### src/include/tsd_pkg.sv
/*
 * Constants for the tile status and debug register bank: register
 * numbers, field positions, reset values and debug cause codes.
 * Assumes register numbers arrive already stripped of the resource
 * type byte by the core's status-register instruction decode.
 */
package tsd_pkg;

    localparam int DATA_W = 32;
    localparam int NUM_W  = 8;
    localparam int CNT_W  = 16;
    localparam int NOSC   = 4;

    // register numbers
    localparam logic [7:0] REG_BOOT_STATUS  = 8'h03;
    localparam logic [7:0] REG_SECURITY     = 8'h05;
    localparam logic [7:0] REG_OSC_CTRL     = 8'h06;
    localparam logic [7:0] REG_TILE_CELL    = 8'h07;
    localparam logic [7:0] REG_TILE_WIRE    = 8'h08;
    localparam logic [7:0] REG_PERIPH_CELL  = 8'h09;
    localparam logic [7:0] REG_PERIPH_WIRE  = 8'h0A;
    localparam logic [7:0] REG_DBG_SSW      = 8'h10;
    localparam logic [7:0] REG_DBG_SPC      = 8'h11;
    localparam logic [7:0] REG_DBG_SSP      = 8'h12;
    localparam logic [7:0] REG_DBG_CORE_SEL = 8'h13;
    localparam logic [7:0] REG_DBG_REG_SEL  = 8'h14;
    localparam logic [7:0] REG_DBG_CAUSE    = 8'h15;
    localparam logic [7:0] REG_DBG_INFO     = 8'h16;

    // boot status fields
    localparam int BOOT_TILE_LSB = 16;
    localparam int BOOT_OTP_BIT  = 8;

    // oscillator control fields
    localparam int OSC_TILE_EN_BIT   = 1;
    localparam int OSC_PERIPH_EN_BIT = 0;

    // debug cause and register select fields
    localparam int CAUSE_IDX_LSB  = 16;
    localparam int CAUSE_CORE_LSB = 8;
    localparam int CAUSE_CODE_W   = 3;
    localparam int IDX_W          = 2;
    localparam int REGSEL_W       = 5;

    // reset values
    localparam logic [31:0] RST_WORD  = 32'h0000_0000;
    localparam logic [2:0]  RST_CAUSE = 3'h0;

    typedef enum logic [2:0] {
        CAUSE_NONE  = 3'b000,
        CAUSE_HOST  = 3'b001,
        CAUSE_CALL  = 3'b010,
        CAUSE_IBRK  = 3'b011,
        CAUSE_DWTCH = 3'b100,
        CAUSE_RWTCH = 3'b101
    } tsd_cause_t;

    // lowest-numbered hit wins when several fire together
    function automatic logic [1:0] lowest_hit(input logic [3:0] hit);
        logic [1:0] idx;
        idx = 2'h0;
        if (hit[0])
            idx = 2'h0;
        else if (hit[1])
            idx = 2'h1;
        else if (hit[2])
            idx = 2'h2;
        else if (hit[3])
            idx = 2'h3;
        return idx;
    endfunction

    function automatic logic is_hw_cause(input logic [2:0] c);
        return (c == CAUSE_IBRK) || (c == CAUSE_DWTCH) || (c == CAUSE_RWTCH);
    endfunction

endpackage

### src/rtl/tsd_osc_counter.sv
/*
 * One ring oscillator counter. Counts every level change of the
 * oscillator output while enabled; holds its count otherwise.
 * Assumes the oscillator line is presented synchronous to CLK_SYS.
 */
`timescale 1ns/1ns
module tsd_osc_counter (
    input  wire logic                    clk,
    input  wire logic                    enable,
    input  wire logic                    osc_line,
    output logic [tsd_pkg::CNT_W-1:0]    count
);

    // power-up values only; system reset never touches them, and a known
    // start keeps the count from staying unknown forever
    logic                       prev_r = 1'b0;
    logic                       prev_nxt;
    logic [tsd_pkg::CNT_W-1:0]  count_r = 16'h0000;
    logic [tsd_pkg::CNT_W-1:0]  count_nxt;

    always_comb
    begin
        prev_nxt  = osc_line;
        count_nxt = count_r;
        if (enable && (osc_line != prev_r))
            count_nxt = count_r + 16'h0001;
    end

    // RULE10 no reset here
    // count survives system reset, so no reset term at all
    always_ff @(posedge clk)
    begin
        prev_r  <= prev_nxt;
        count_r <= count_nxt;
    end

    assign count = count_r;

endmodule

### src/rtl/tsd_status_bank.sv
/*
 * Processor status register bank of one tile: boot status, security
 * copy, four ring oscillator counters and the debug capture registers.
 * Assumes the local core issues one status access per request pulse,
 * and that the debug unit raises DBG_ENTRY for one cycle on entry.
 */
// Overview of operation
// RULE1 - boot status bits 23:16 give tile number
// RULE2 - boot status bit 8 shows OTP boot
// RULE3 - boot status bits 7:0 give sampled pins
// RULE4 - security register returns OTP security copy
// RULE5 - four oscillator counters, started via control register
// RULE6 - control bit1 tile, bit0 peripheral, reset 0
// RULE7 - software reads counters only when stopped
// RULE8 - oscillators asynchronous, usable as random source
// RULE9 - four counter registers, 16 bits, upper zero
// RULE10 - counters keep value through system reset
// RULE11 - debug entry captures status, pc, sp
// RULE12 - core select operand in bits 7:0
// RULE13 - register select operand in bits 4:0
// RULE14 - cause code bits 2:0, reset 0
// RULE15 - hit index bits 17:16, lowest wins
// RULE16 - causing core bits 15:8, else zero
// RULE17 - info holds address or resource id
// RULE18 - software builds resource id from number
// RULE19 - reserved bits read zero, writes ignored
`timescale 1ns/1ns
module tsd_status_bank (
    input  wire logic        CLK_SYS,
    input  wire logic        RST_B,
    input  wire logic        PS_REQ,
    input  wire logic        PS_WR,
    input  wire logic [7:0]  PS_NUM,
    input  wire logic [31:0] PS_WDATA,
    input  wire logic        PS_DEBUG_MODE,
    input  wire logic [7:0]  TILE_NUM,
    input  wire logic        OTP_BOOT_EN,
    input  wire logic [7:0]  BOOT_SELECT_PINS,
    input  wire logic [31:0] OTP_SECURITY_WORD,
    input  wire logic [3:0]  OSC_LINE,
    input  wire logic        DBG_ENTRY,
    input  wire logic [2:0]  DBG_CAUSE,
    input  wire logic        DBG_CORE_VALID,
    input  wire logic [7:0]  DBG_CORE_NUM,
    input  wire logic [3:0]  DBG_HW_HIT,
    input  wire logic [31:0] DBG_EFF_ADDR,
    input  wire logic [31:0] DBG_RES_ID,
    input  wire logic [31:0] SAVED_STATUS_WORD,
    input  wire logic [31:0] SAVED_PROGRAM_COUNTER,
    input  wire logic [31:0] SAVED_STACK_POINTER,
    output logic [31:0]      PS_RDATA,
    output logic             PS_ACK,
    output logic             TILE_OSC_EN,
    output logic             PERIPH_OSC_EN,
    output logic [7:0]       DEBUG_READ_CORE_SEL,
    output logic [4:0]       DEBUG_READ_REG_SEL
);

    // access decode
    logic        rd_req;
    logic        wr_req;
    logic        dbg_wr;

    // control group
    logic        tile_en_r;
    logic        tile_en_nxt;
    logic        periph_en_r;
    logic        periph_en_nxt;
    logic [7:0]  boot_mode_r;
    logic [7:0]  boot_mode_nxt;

    // debug group
    logic [31:0] ssw_r;
    logic [31:0] ssw_nxt;
    logic [31:0] spc_r;
    logic [31:0] spc_nxt;
    logic [31:0] ssp_r;
    logic [31:0] ssp_nxt;
    logic [7:0]  core_sel_r;
    logic [7:0]  core_sel_nxt;
    logic [4:0]  reg_sel_r;
    logic [4:0]  reg_sel_nxt;
    logic [2:0]  cause_r;
    logic [2:0]  cause_nxt;
    logic [1:0]  hit_idx_r;
    logic [1:0]  hit_idx_nxt;
    logic [7:0]  cause_core_r;
    logic [7:0]  cause_core_nxt;
    logic [31:0] info_r;
    logic [31:0] info_nxt;

    // read port group
    logic [31:0] rdata_r;
    logic [31:0] rdata_nxt;
    logic        ack_r;
    logic        ack_nxt;
    logic [31:0] read_val;

    // oscillators
    logic [3:0]  osc_en;
    logic [15:0] osc_cnt [4];

    // RULE18 number already decoded
    // the core strips the resource type byte before presenting PS_NUM
    assign rd_req = PS_REQ && !PS_WR;
    assign wr_req = PS_REQ && PS_WR;
    // debug-only registers accept writes only in debug mode
    assign dbg_wr = wr_req && PS_DEBUG_MODE;

    // RULE5 two enable groups
    assign osc_en = {periph_en_r, periph_en_r, tile_en_r, tile_en_r};

    // RULE8 enable-gated counters
    // order: tile cell, tile wire, peripheral cell, peripheral wire
    for (genvar i = 0; i < tsd_pkg::NOSC; i++)
    begin : g_osc
        tsd_osc_counter u_cnt (
            .clk      (CLK_SYS),
            .enable   (osc_en[i]),
            .osc_line (OSC_LINE[i]),
            .count    (osc_cnt[i])
        );
    end

    //------------------------------------------------------------------
    // control group
    always_comb
    begin
        tile_en_nxt   = tile_en_r;
        periph_en_nxt = periph_en_r;
        boot_mode_nxt = boot_mode_r;
        // RULE6 oscillator enable write
        if (wr_req && (PS_NUM == tsd_pkg::REG_OSC_CTRL))
        begin
            tile_en_nxt   = PS_WDATA[tsd_pkg::OSC_TILE_EN_BIT];
            periph_en_nxt = PS_WDATA[tsd_pkg::OSC_PERIPH_EN_BIT];
        end
    end

    always_ff @(posedge CLK_SYS)
    begin
        if (!RST_B)
        begin
            tile_en_r   <= 1'b0;
            periph_en_r <= 1'b0;
        end
        else
        begin
            tile_en_r   <= tile_en_nxt;
            periph_en_r <= periph_en_nxt;
        end
    end

    // RULE3 strap sampling
    // pins are caught while reset is held, then frozen
    always_ff @(posedge CLK_SYS)
    begin
        if (!RST_B)
            boot_mode_r <= BOOT_SELECT_PINS;
        else
            boot_mode_r <= boot_mode_nxt;
    end

    //------------------------------------------------------------------
    // debug group; capture beats a same-cycle software write
    always_comb
    begin
        ssw_nxt        = ssw_r;
        spc_nxt        = spc_r;
        ssp_nxt        = ssp_r;
        core_sel_nxt   = core_sel_r;
        reg_sel_nxt    = reg_sel_r;
        cause_nxt      = cause_r;
        hit_idx_nxt    = hit_idx_r;
        cause_core_nxt = cause_core_r;
        info_nxt       = info_r;
        if (dbg_wr)
        begin
            case (PS_NUM)
                tsd_pkg::REG_DBG_SPC:
                    spc_nxt = PS_WDATA;
                tsd_pkg::REG_DBG_SSP:
                    ssp_nxt = PS_WDATA;
                // RULE12 core select write
                tsd_pkg::REG_DBG_CORE_SEL:
                    core_sel_nxt = PS_WDATA[7:0];
                // RULE13 register select write
                tsd_pkg::REG_DBG_REG_SEL:
                    reg_sel_nxt = PS_WDATA[tsd_pkg::REGSEL_W-1:0];
                tsd_pkg::REG_DBG_CAUSE:
                begin
                    cause_nxt      = PS_WDATA[tsd_pkg::CAUSE_CODE_W-1:0];
                    cause_core_nxt = PS_WDATA[tsd_pkg::CAUSE_CORE_LSB +: 8];
                    hit_idx_nxt    = PS_WDATA[tsd_pkg::CAUSE_IDX_LSB +: tsd_pkg::IDX_W];
                end
                tsd_pkg::REG_DBG_INFO:
                    info_nxt = PS_WDATA;
                default:
                    ;
            endcase
        end
        if (DBG_ENTRY)
        begin
            // RULE11 capture saved state
            ssw_nxt = SAVED_STATUS_WORD;
            spc_nxt = SAVED_PROGRAM_COUNTER;
            ssp_nxt = SAVED_STACK_POINTER;
            // RULE14 cause code
            cause_nxt = DBG_CAUSE;
            // RULE15 lowest hit index
            hit_idx_nxt = tsd_pkg::is_hw_cause(DBG_CAUSE) ?
                          tsd_pkg::lowest_hit(DBG_HW_HIT) : 2'h0;
            // RULE16 causing core
            cause_core_nxt = DBG_CORE_VALID ? DBG_CORE_NUM : 8'h00;
            // RULE17 address or resource
            if (DBG_CAUSE == tsd_pkg::CAUSE_DWTCH)
                info_nxt = DBG_EFF_ADDR;
            else if (DBG_CAUSE == tsd_pkg::CAUSE_RWTCH)
                info_nxt = DBG_RES_ID;
        end
    end

    always_ff @(posedge CLK_SYS)
    begin
        if (!RST_B)
        begin
            ssw_r        <= tsd_pkg::RST_WORD;
            spc_r        <= tsd_pkg::RST_WORD;
            ssp_r        <= tsd_pkg::RST_WORD;
            core_sel_r   <= 8'h00;
            reg_sel_r    <= 5'h00;
            // RULE14 cause resets zero
            cause_r      <= tsd_pkg::RST_CAUSE;
            hit_idx_r    <= 2'h0;
            cause_core_r <= 8'h00;
            info_r       <= tsd_pkg::RST_WORD;
        end
        else
        begin
            ssw_r        <= ssw_nxt;
            spc_r        <= spc_nxt;
            ssp_r        <= ssp_nxt;
            core_sel_r   <= core_sel_nxt;
            reg_sel_r    <= reg_sel_nxt;
            cause_r      <= cause_nxt;
            hit_idx_r    <= hit_idx_nxt;
            cause_core_r <= cause_core_nxt;
            info_r       <= info_nxt;
        end
    end

    //------------------------------------------------------------------
    // read mux
    always_comb
    begin
        // RULE19 reserved reads zero
        read_val = 32'h0000_0000;
        case (PS_NUM)
            tsd_pkg::REG_BOOT_STATUS:
            begin
                // RULE1 tile number field
                read_val[tsd_pkg::BOOT_TILE_LSB +: 8] = TILE_NUM;
                // RULE2 OTP boot flag
                read_val[tsd_pkg::BOOT_OTP_BIT] = OTP_BOOT_EN;
                // RULE3 sampled boot pins
                read_val[7:0] = boot_mode_r;
            end
            // RULE4 security copy
            tsd_pkg::REG_SECURITY:
                read_val = OTP_SECURITY_WORD;
            tsd_pkg::REG_OSC_CTRL:
            begin
                read_val[tsd_pkg::OSC_TILE_EN_BIT]   = tile_en_r;
                read_val[tsd_pkg::OSC_PERIPH_EN_BIT] = periph_en_r;
            end
            // RULE9 counter registers
            // RULE7 stop before reading
            // a running count may be caught mid-change; software must stop it
            tsd_pkg::REG_TILE_CELL:
                read_val[15:0] = osc_cnt[0];
            tsd_pkg::REG_TILE_WIRE:
                read_val[15:0] = osc_cnt[1];
            tsd_pkg::REG_PERIPH_CELL:
                read_val[15:0] = osc_cnt[2];
            tsd_pkg::REG_PERIPH_WIRE:
                read_val[15:0] = osc_cnt[3];
            tsd_pkg::REG_DBG_SSW:
                read_val = ssw_r;
            tsd_pkg::REG_DBG_SPC:
                read_val = spc_r;
            tsd_pkg::REG_DBG_SSP:
                read_val = ssp_r;
            tsd_pkg::REG_DBG_CORE_SEL:
                read_val[7:0] = core_sel_r;
            tsd_pkg::REG_DBG_REG_SEL:
                read_val[tsd_pkg::REGSEL_W-1:0] = reg_sel_r;
            tsd_pkg::REG_DBG_CAUSE:
            begin
                read_val[tsd_pkg::CAUSE_IDX_LSB +: tsd_pkg::IDX_W] = hit_idx_r;
                read_val[tsd_pkg::CAUSE_CORE_LSB +: 8]             = cause_core_r;
                read_val[tsd_pkg::CAUSE_CODE_W-1:0]                = cause_r;
            end
            tsd_pkg::REG_DBG_INFO:
                read_val = info_r;
            default:
                read_val = 32'h0000_0000;
        endcase
    end

    always_comb
    begin
        ack_nxt   = PS_REQ;
        rdata_nxt = rd_req ? read_val : rdata_r;
    end

    always_ff @(posedge CLK_SYS)
    begin
        if (!RST_B)
        begin
            ack_r   <= 1'b0;
            rdata_r <= 32'h0000_0000;
        end
        else
        begin
            ack_r   <= ack_nxt;
            rdata_r <= rdata_nxt;
        end
    end

    assign PS_RDATA            = rdata_r;
    assign PS_ACK              = ack_r;
    assign TILE_OSC_EN         = tile_en_r;
    assign PERIPH_OSC_EN       = periph_en_r;
    assign DEBUG_READ_CORE_SEL = core_sel_r;
    assign DEBUG_READ_REG_SEL  = reg_sel_r;
endmodule

### config.mk
export PLATFORM = sky130hd
export DESIGN_NAME = tsd_status_bank
export DESIGN_NICKNAME = d
export VERILOG_FILES = /design/src/include/tsd_pkg.sv /design/src/rtl/tsd_osc_counter.sv /design/src/rtl/tsd_status_bank.sv
export SDC_FILE = /design/constraint.sdc
export NUM_CORES = 1
export LEC_CHECK = 0
export ABC_AREA = 1
export BUFFER_PORTS_ARGS = -buffer_cell sky130_fd_sc_hd__buf_4
export CAP_MARGIN = 30
export CORE_MARGIN = 1.5
export CORE_UTILIZATION = 50
export DETAILED_ROUTE_END_ITERATION = 7
export PLACE_DENSITY = 0.77
export SLEW_MARGIN = 20
export SYNTH_ARGS = -nofsm -noshare
export SYNTH_HDL_FRONTEND = slang
export SYNTH_HIERARCHICAL = 1
export SYNTH_SLANG_ARGS = --single-unit
### constraint.sdc
create_clock -name CLK_SYS -period 1.8 [get_ports CLK_SYS]
set_input_delay 0.45 -clock CLK_SYS [delete_from_list [all_inputs] [get_ports CLK_SYS]]
set_output_delay 0.45 -clock CLK_SYS [all_outputs]
set_load 0.03 [all_outputs]
# Yosys cells after proc, flatten, opt, wreduce, memory -nomap -nowiden
# Index checks and enable logic that the tools add are counted.
# classes
add_sub_neg	4
eq_ne	21
reduce_logical	20
mux	35
# op_table
cell	n
two-way mux 32 bit	11
one-hot mux 7 bit (10 select lines)	1
adder 16 x 1 -> 16 bit, second input constant	4
equality test 8 x 5 -> 1 bit, second input constant	7
one-hot mux 8 bit (5 select lines)	1
one-hot mux 6 bit (6 select lines)	1
one-hot mux 3 bit (11 select lines)	1
two-way mux 8 bit	4
one-hot mux 2 bit (14 select lines)	1
equality test 8 x 3 -> 1 bit, second input constant	3
equality test 8 x 4 -> 1 bit, second input constant	3
one-hot mux 2 bit (12 select lines)	1
two-way mux 2 bit	8
one-hot mux 2 bit (7 select lines)	1
one-hot mux 1 bit (13 select lines)	1
one-hot mux 1 bit (11 select lines)	1
AND reduction 2 bit	5
two-way mux 3 bit	3
equality test 8 x 2 -> 1 bit, second input constant	1
logical AND 1 bit	8
nonzero test 2 bit	4
equality test 3 bit, second input constant	2
inequality test 1 bit	4
equality test 3 x 2 -> 1 bit, second input constant	1
other kinds (2)	3
# totals
reg_bits	265
inputBits	275
out_inout_bits	48

# Depth between registers and ports, before layout
# depth
word_depth	6
mapped_depth	13
mapped_depth_nobuf	11

# Modules after synthesis
# The synthesis kept the hierarchy.
# modules_own_cells
module	cells_each	area_each_um2	n_inst	seq_area_each_um2
tsd_status_bank	1578	10978.0	1	4023.9
tsd_osc_counter	91	883.3	4	500.5

# Worst setup path after synthesis
# OpenSTA, ideal clock, no wires.
# synth_path
kind	register -> register
startpoint	register tile_en_r (netlist: TILE_OSC_EN)
endpoint	register g_osc[0].u_cnt.count_r (netlist bit g_osc[0].u_cnt/count[0]) (enable)
arrival_time_ns	1.506
n_path_buf	0
stages_incl_launch_ff	3
setup_time_ns	0.394
synth_period_minus_slack_ns	1.900
path_slack_ns	-0.100
cell_sequence	dfxtp_1 -> o21ai_0 -> a21oi_1
# synth_via
elab_chain_cells	1
# synth_lines
item	line_no	rtl
start, declared	tsd_status_bank.sv:65	logic tile_en_r;
start signal, assigned	tsd_status_bank.sv:149	tile_en_r <= tile_en_nxt;
logical AND 1 bit	tsd_osc_counter.sv:25	if (enable && (osc_line != prev_r))
end signal, assigned	tsd_osc_counter.sv:34	count_r <= count_nxt;
end, declared	tsd_osc_counter.sv:18	logic [tsd_pkg::CNT_W-1:0] count_r = 16'h0000;
# No other way between the ends.
# A chain may end at the register's enable or synchronous reset.

# Worst setup path after layout
# layout_path
startpoint	register rdata_r[6] (netlist: PS_RDATA[6])
endpoint	output port PS_RDATA[6]
# layout_lines
item	line_no	rtl
start, declared	tsd_status_bank.sv:93	logic [31:0] rdata_r;
start signal, assigned	tsd_status_bank.sv:326	rdata_r <= rdata_nxt;
end, declared	tsd_status_bank.sv:51	output logic [31:0] PS_RDATA,
# No word-level cell between the ends.

==> impl_metrics.ini <==
[status]
status = complete, no violations

[sta]
hold_viol_final = 0
fmax_mhz = 590
slew_headroom = 0.684
fin_ws_ns = 0.106
clock_skew_ns = 0.0183
rsz0062_at_grt = false
worst_pin_slew_ns = 0.473
min_period_over_period = 0.941
finalCriticalPeriod_ns = 1.69
final_max_slew_viol_count = 0
setup_viol = 0

[synthesis]
async_flop_share = 0
synth-edff-count = 72
ys_warn_count = 6
ys_seq_elements = 265
synth_area_sq_um = 14500
synth.avg_cell_area_sq_um = 7.47
syn_inst = 1942
syn-num-nets = 2221
synth_ff_type = dfxtp_1
synth-seq-area-share = 0.415
ys_types = 45

[place]
hpwl_um = 41000
portBuffers = 322
pre_cts_ws_ns = -0.208
dp.cells = 2659
dpl_cell_area_sq_um = 18100
gp_congestion = 1.01

[global_route]
antenna_found_initial = 4
grt_usage = 0.344
grt_pass1_vias = 14489
grt_pass1_wl_um = 81500
grt_max_degree = 46
overflow = 0

[critical_path]
reg2reg_depth = 6
timing.rr.end = g_osc[0].u_cnt/count[14]$_DFFE_PP_
cp_top_family = flip-flops
start_kind = register
r2r-start = g_osc[0].u_cnt/count[1]$_DFFE_PP_
path_cells = buf_4
critPathMaxFanout = 2
crit_end = PS_RDATA[6]
max_stage_delay_ns = 0.46
worstSetupPathDepth = 1
cp-end-kind = output port
cp_slowest_cell = dfxtp_1
setup.worst_path.start = PS_RDATA[6]$_SDFFE_PN0P_
crit_buf_inv = 1
r2r_slack_ns = 0.23
required_ns = 1.35
worstSetupPathType = reg2out
arrival_ns = 1.24

[route]
detail-route-antenna-nets = 0
first_pass_iters = 8
drc = 0
highest_layer = met4
wl_met2_um = 23600
num_vias = 15332
drt-vias-per-instance = 5.63
drt-initial-drc-count = 1689
routed_wl_um = 52900
dr_wl_met3_um = 5280
wl_per_cell_um = 19.4
wl_met1_um = 22200

[cts]
clock_path_buffers = 3
numCtsBuffers = 30
cts_tree = built
htree_levels = 1
cts_resized = 0
cts_sinks = 265
cts_setup_buffers = 0
clockRootBuffer = clkbuf_16
clk_pin_slew_ns = 0.06
clock_latency_ns = 0.57

[layout]
final_core_util = 0.670
fin_nets = 2589
fin_area_sq_um = 19200
drive_gt1_frac = 0.268
layout_commonest_cell = nand2_1
area_growth_pct = 32.2
mostFrequentLayoutCells = nand2_1 (506), buf_4 (406), dfxtp_1 (193)
fillCellCount = 2440
final_cells = 2722

[floorplan]
core_area_sq_um = 28600
fp.dieArea_sq_um = 30100
dieWidth_um = 173
pin_count = 323
fp-row-count = 62
die_h_um = 173
start_util = 0.507

[min_path]
hold_path_class = in2reg

[flow_run]
max_cap_violations = 0

[power]
cellPowerDensity_nw_per_um2 = 756
p_leak_nw = 8.84
vdd_drop_max_mv = 0.743
## registers in the layout, summed over array words and instances, names as in the netlist
register and cells:
DEBUG_READ_CORE_SEL 8, DEBUG_READ_REG_SEL 5, PERIPH_OSC_EN 1, PS_ACK 1
PS_RDATA 32, TILE_OSC_EN 1, boot_mode_nxt 8, cause_core_r 8
cause_r 3, g_osc.u_cnt/count 64, g_osc.u_cnt/prev_r 4, hit_idx_r 2
info_r 32, spc_r 32, ssp_r 32, ssw_r 32
## worst min path at each step
| stage | startpoint | endpoint | cells past startpoint |
|---|---|---|---|
| after floorplan | ssw_r[3]$_SDFFE_PN0P_ | ssw_r[3]$_SDFFE_PN0P_ | 2 |
| after CTS | OSC_LINE[2] | g_osc[2].u_cnt/prev_r$_DFF_P_ | 1 |
| after global placement | ssw_r[30]$_SDFFE_PN0P_ | ssw_r[30]$_SDFFE_PN0P_ | 2 |
| after global routing | OSC_LINE[2] | g_osc[2].u_cnt/prev_r$_DFF_P_ | 1 |
| after detailed placement | ssw_r[14]$_SDFFE_PN0P_ | ssw_r[14]$_SDFFE_PN0P_ | 2 |
| final | OSC_LINE[2] | g_osc[2].u_cnt/prev_r$_DFF_P_ | 1 |
## where the power goes
part           internal [W]  switching [W]  total, W
clock network       0.00379        0.00253   0.00631
registers           0.00632       0.000171   0.00649
logic              0.000802       0.000890   0.00169
total                0.0109        0.00359    0.0145
## final cells by class
cell class	instances	area [sq um]	share of cell area
clock buffer	44	916	0.0477
sequential	265	6030	0.314
clock inverter	12	110	0.00574
inverter	173	666	0.0347
tap	384	480	0.0250
timing repair buffer	444	3780	0.197
multi-input combinational	1396	7200	0.375
antenna	4	10.0	0.000522
## cell usage after synthesis, types with 2 or more instances
| library cell | count | area share |
|---|---|---|
| nand3_2 | 5 | 0.0034 |
| nand4_1 | 14 | 0.0060 |
| a22o_1 | 13 | 0.0078 |
| buf_2 | 21 | 0.0072 |
| clkbuf_1 | 45 | 0.012 |
| a21oi_2 | 4 | 0.0024 |
| inv_1 | 154 | 0.040 |
| nor2_1 | 180 | 0.047 |
| xor2_1 | 12 | 0.0072 |
| dfxtp_1 | 193 | 0.27 |
| a21oi_1 | 153 | 0.053 |
| nand3b_1 | 8 | 0.0041 |
| nand2_4 | 7 | 0.0054 |
| o21ai_0 | 98 | 0.034 |
| ha_1 | 4 | 0.0034 |
| nand3_1 | 162 | 0.056 |
| o22ai_1 | 24 | 0.010 |
| xnor2_1 | 16 | 0.0097 |
| buf_6 | 15 | 0.012 |
| o21ai_1 | 11 | 0.0038 |
| nand2_2 | 25 | 0.011 |
| edfxtp_1 | 72 | 0.15 |
| buf_4 | 22 | 0.011 |
| nand2_1 | 506 | 0.13 |
| a22oi_1 | 40 | 0.021 |
| inv_2 | 13 | 0.0034 |
| buf_1 | 4 | 0.0010 |
| nor2_4 | 19 | 0.015 |
| o211ai_2 | 32 | 0.028 |
| nand2_8 | 2 | 0.0028 |
| a31oi_1 | 37 | 0.016 |
| inv_4 | 3 | 0.0013 |
| nor2_2 | 10 | 0.0043 |
| nor2_8 | 7 | 0.0097 |
## worst register-to-register path, cell delays in order, from the launching register on
cell	delay [ns]
edfxtp_1	0.46
ha_1	0.25
nand3_2	0.13
nor2_1	0.24
nand3_1	0.11
nand2_1	0.08
nand2_1	0.05
## cells by family (layout without fill, tap and decap cells)
| kind of cell | Yosys count | after routing | share of synthesized area |
|---|---|---|---|
| AND/OR/NAND/NOR | 949 | 949 | 0.298 |
| AO/OA/AOI/OAI | 415 | 415 | 0.177 |
| buffers and inverters | 281 | 673 | 0.0900 |
| flip-flops | 265 | 265 | 0.415 |
| XOR/XNOR | 28 | 28 | 0.0169 |
| adder cells (fa/ha/maj) | 4 | 4 | 0.00345 |
| other | 0 | 4 | 0 |
## metrics by stage
stage / setup TNS (ns) / total power [W] / hold WS (ns)
finish: 0 / 0.0145 / 0.0334
global route: 0 / 0.0149 / 0.0217
global placement: -2.83 / 0.00824 / 0.440
floorplan: 0 / 0.00730 / 0.429
detailed placement: -6.92 / 0.00826 / 0.450
CTS: 0 / 0.0145 / 0.0162
## routing by layer
layer | vias to the layer above | track usage
li1 | 7218 | -
met1 | 7129 | 0.477
met2 | 885 | 0.545
met3 | 100 | 0.0561
met4 | 0 | 0.120
met5 | - | 0
## what timing repair did
item,CTS,global route
hold buffers,3,0
endpoints found under the setup margin,0,0
endpoints found under the hold margin,3,0
Power figures use the tool's default switching activity.
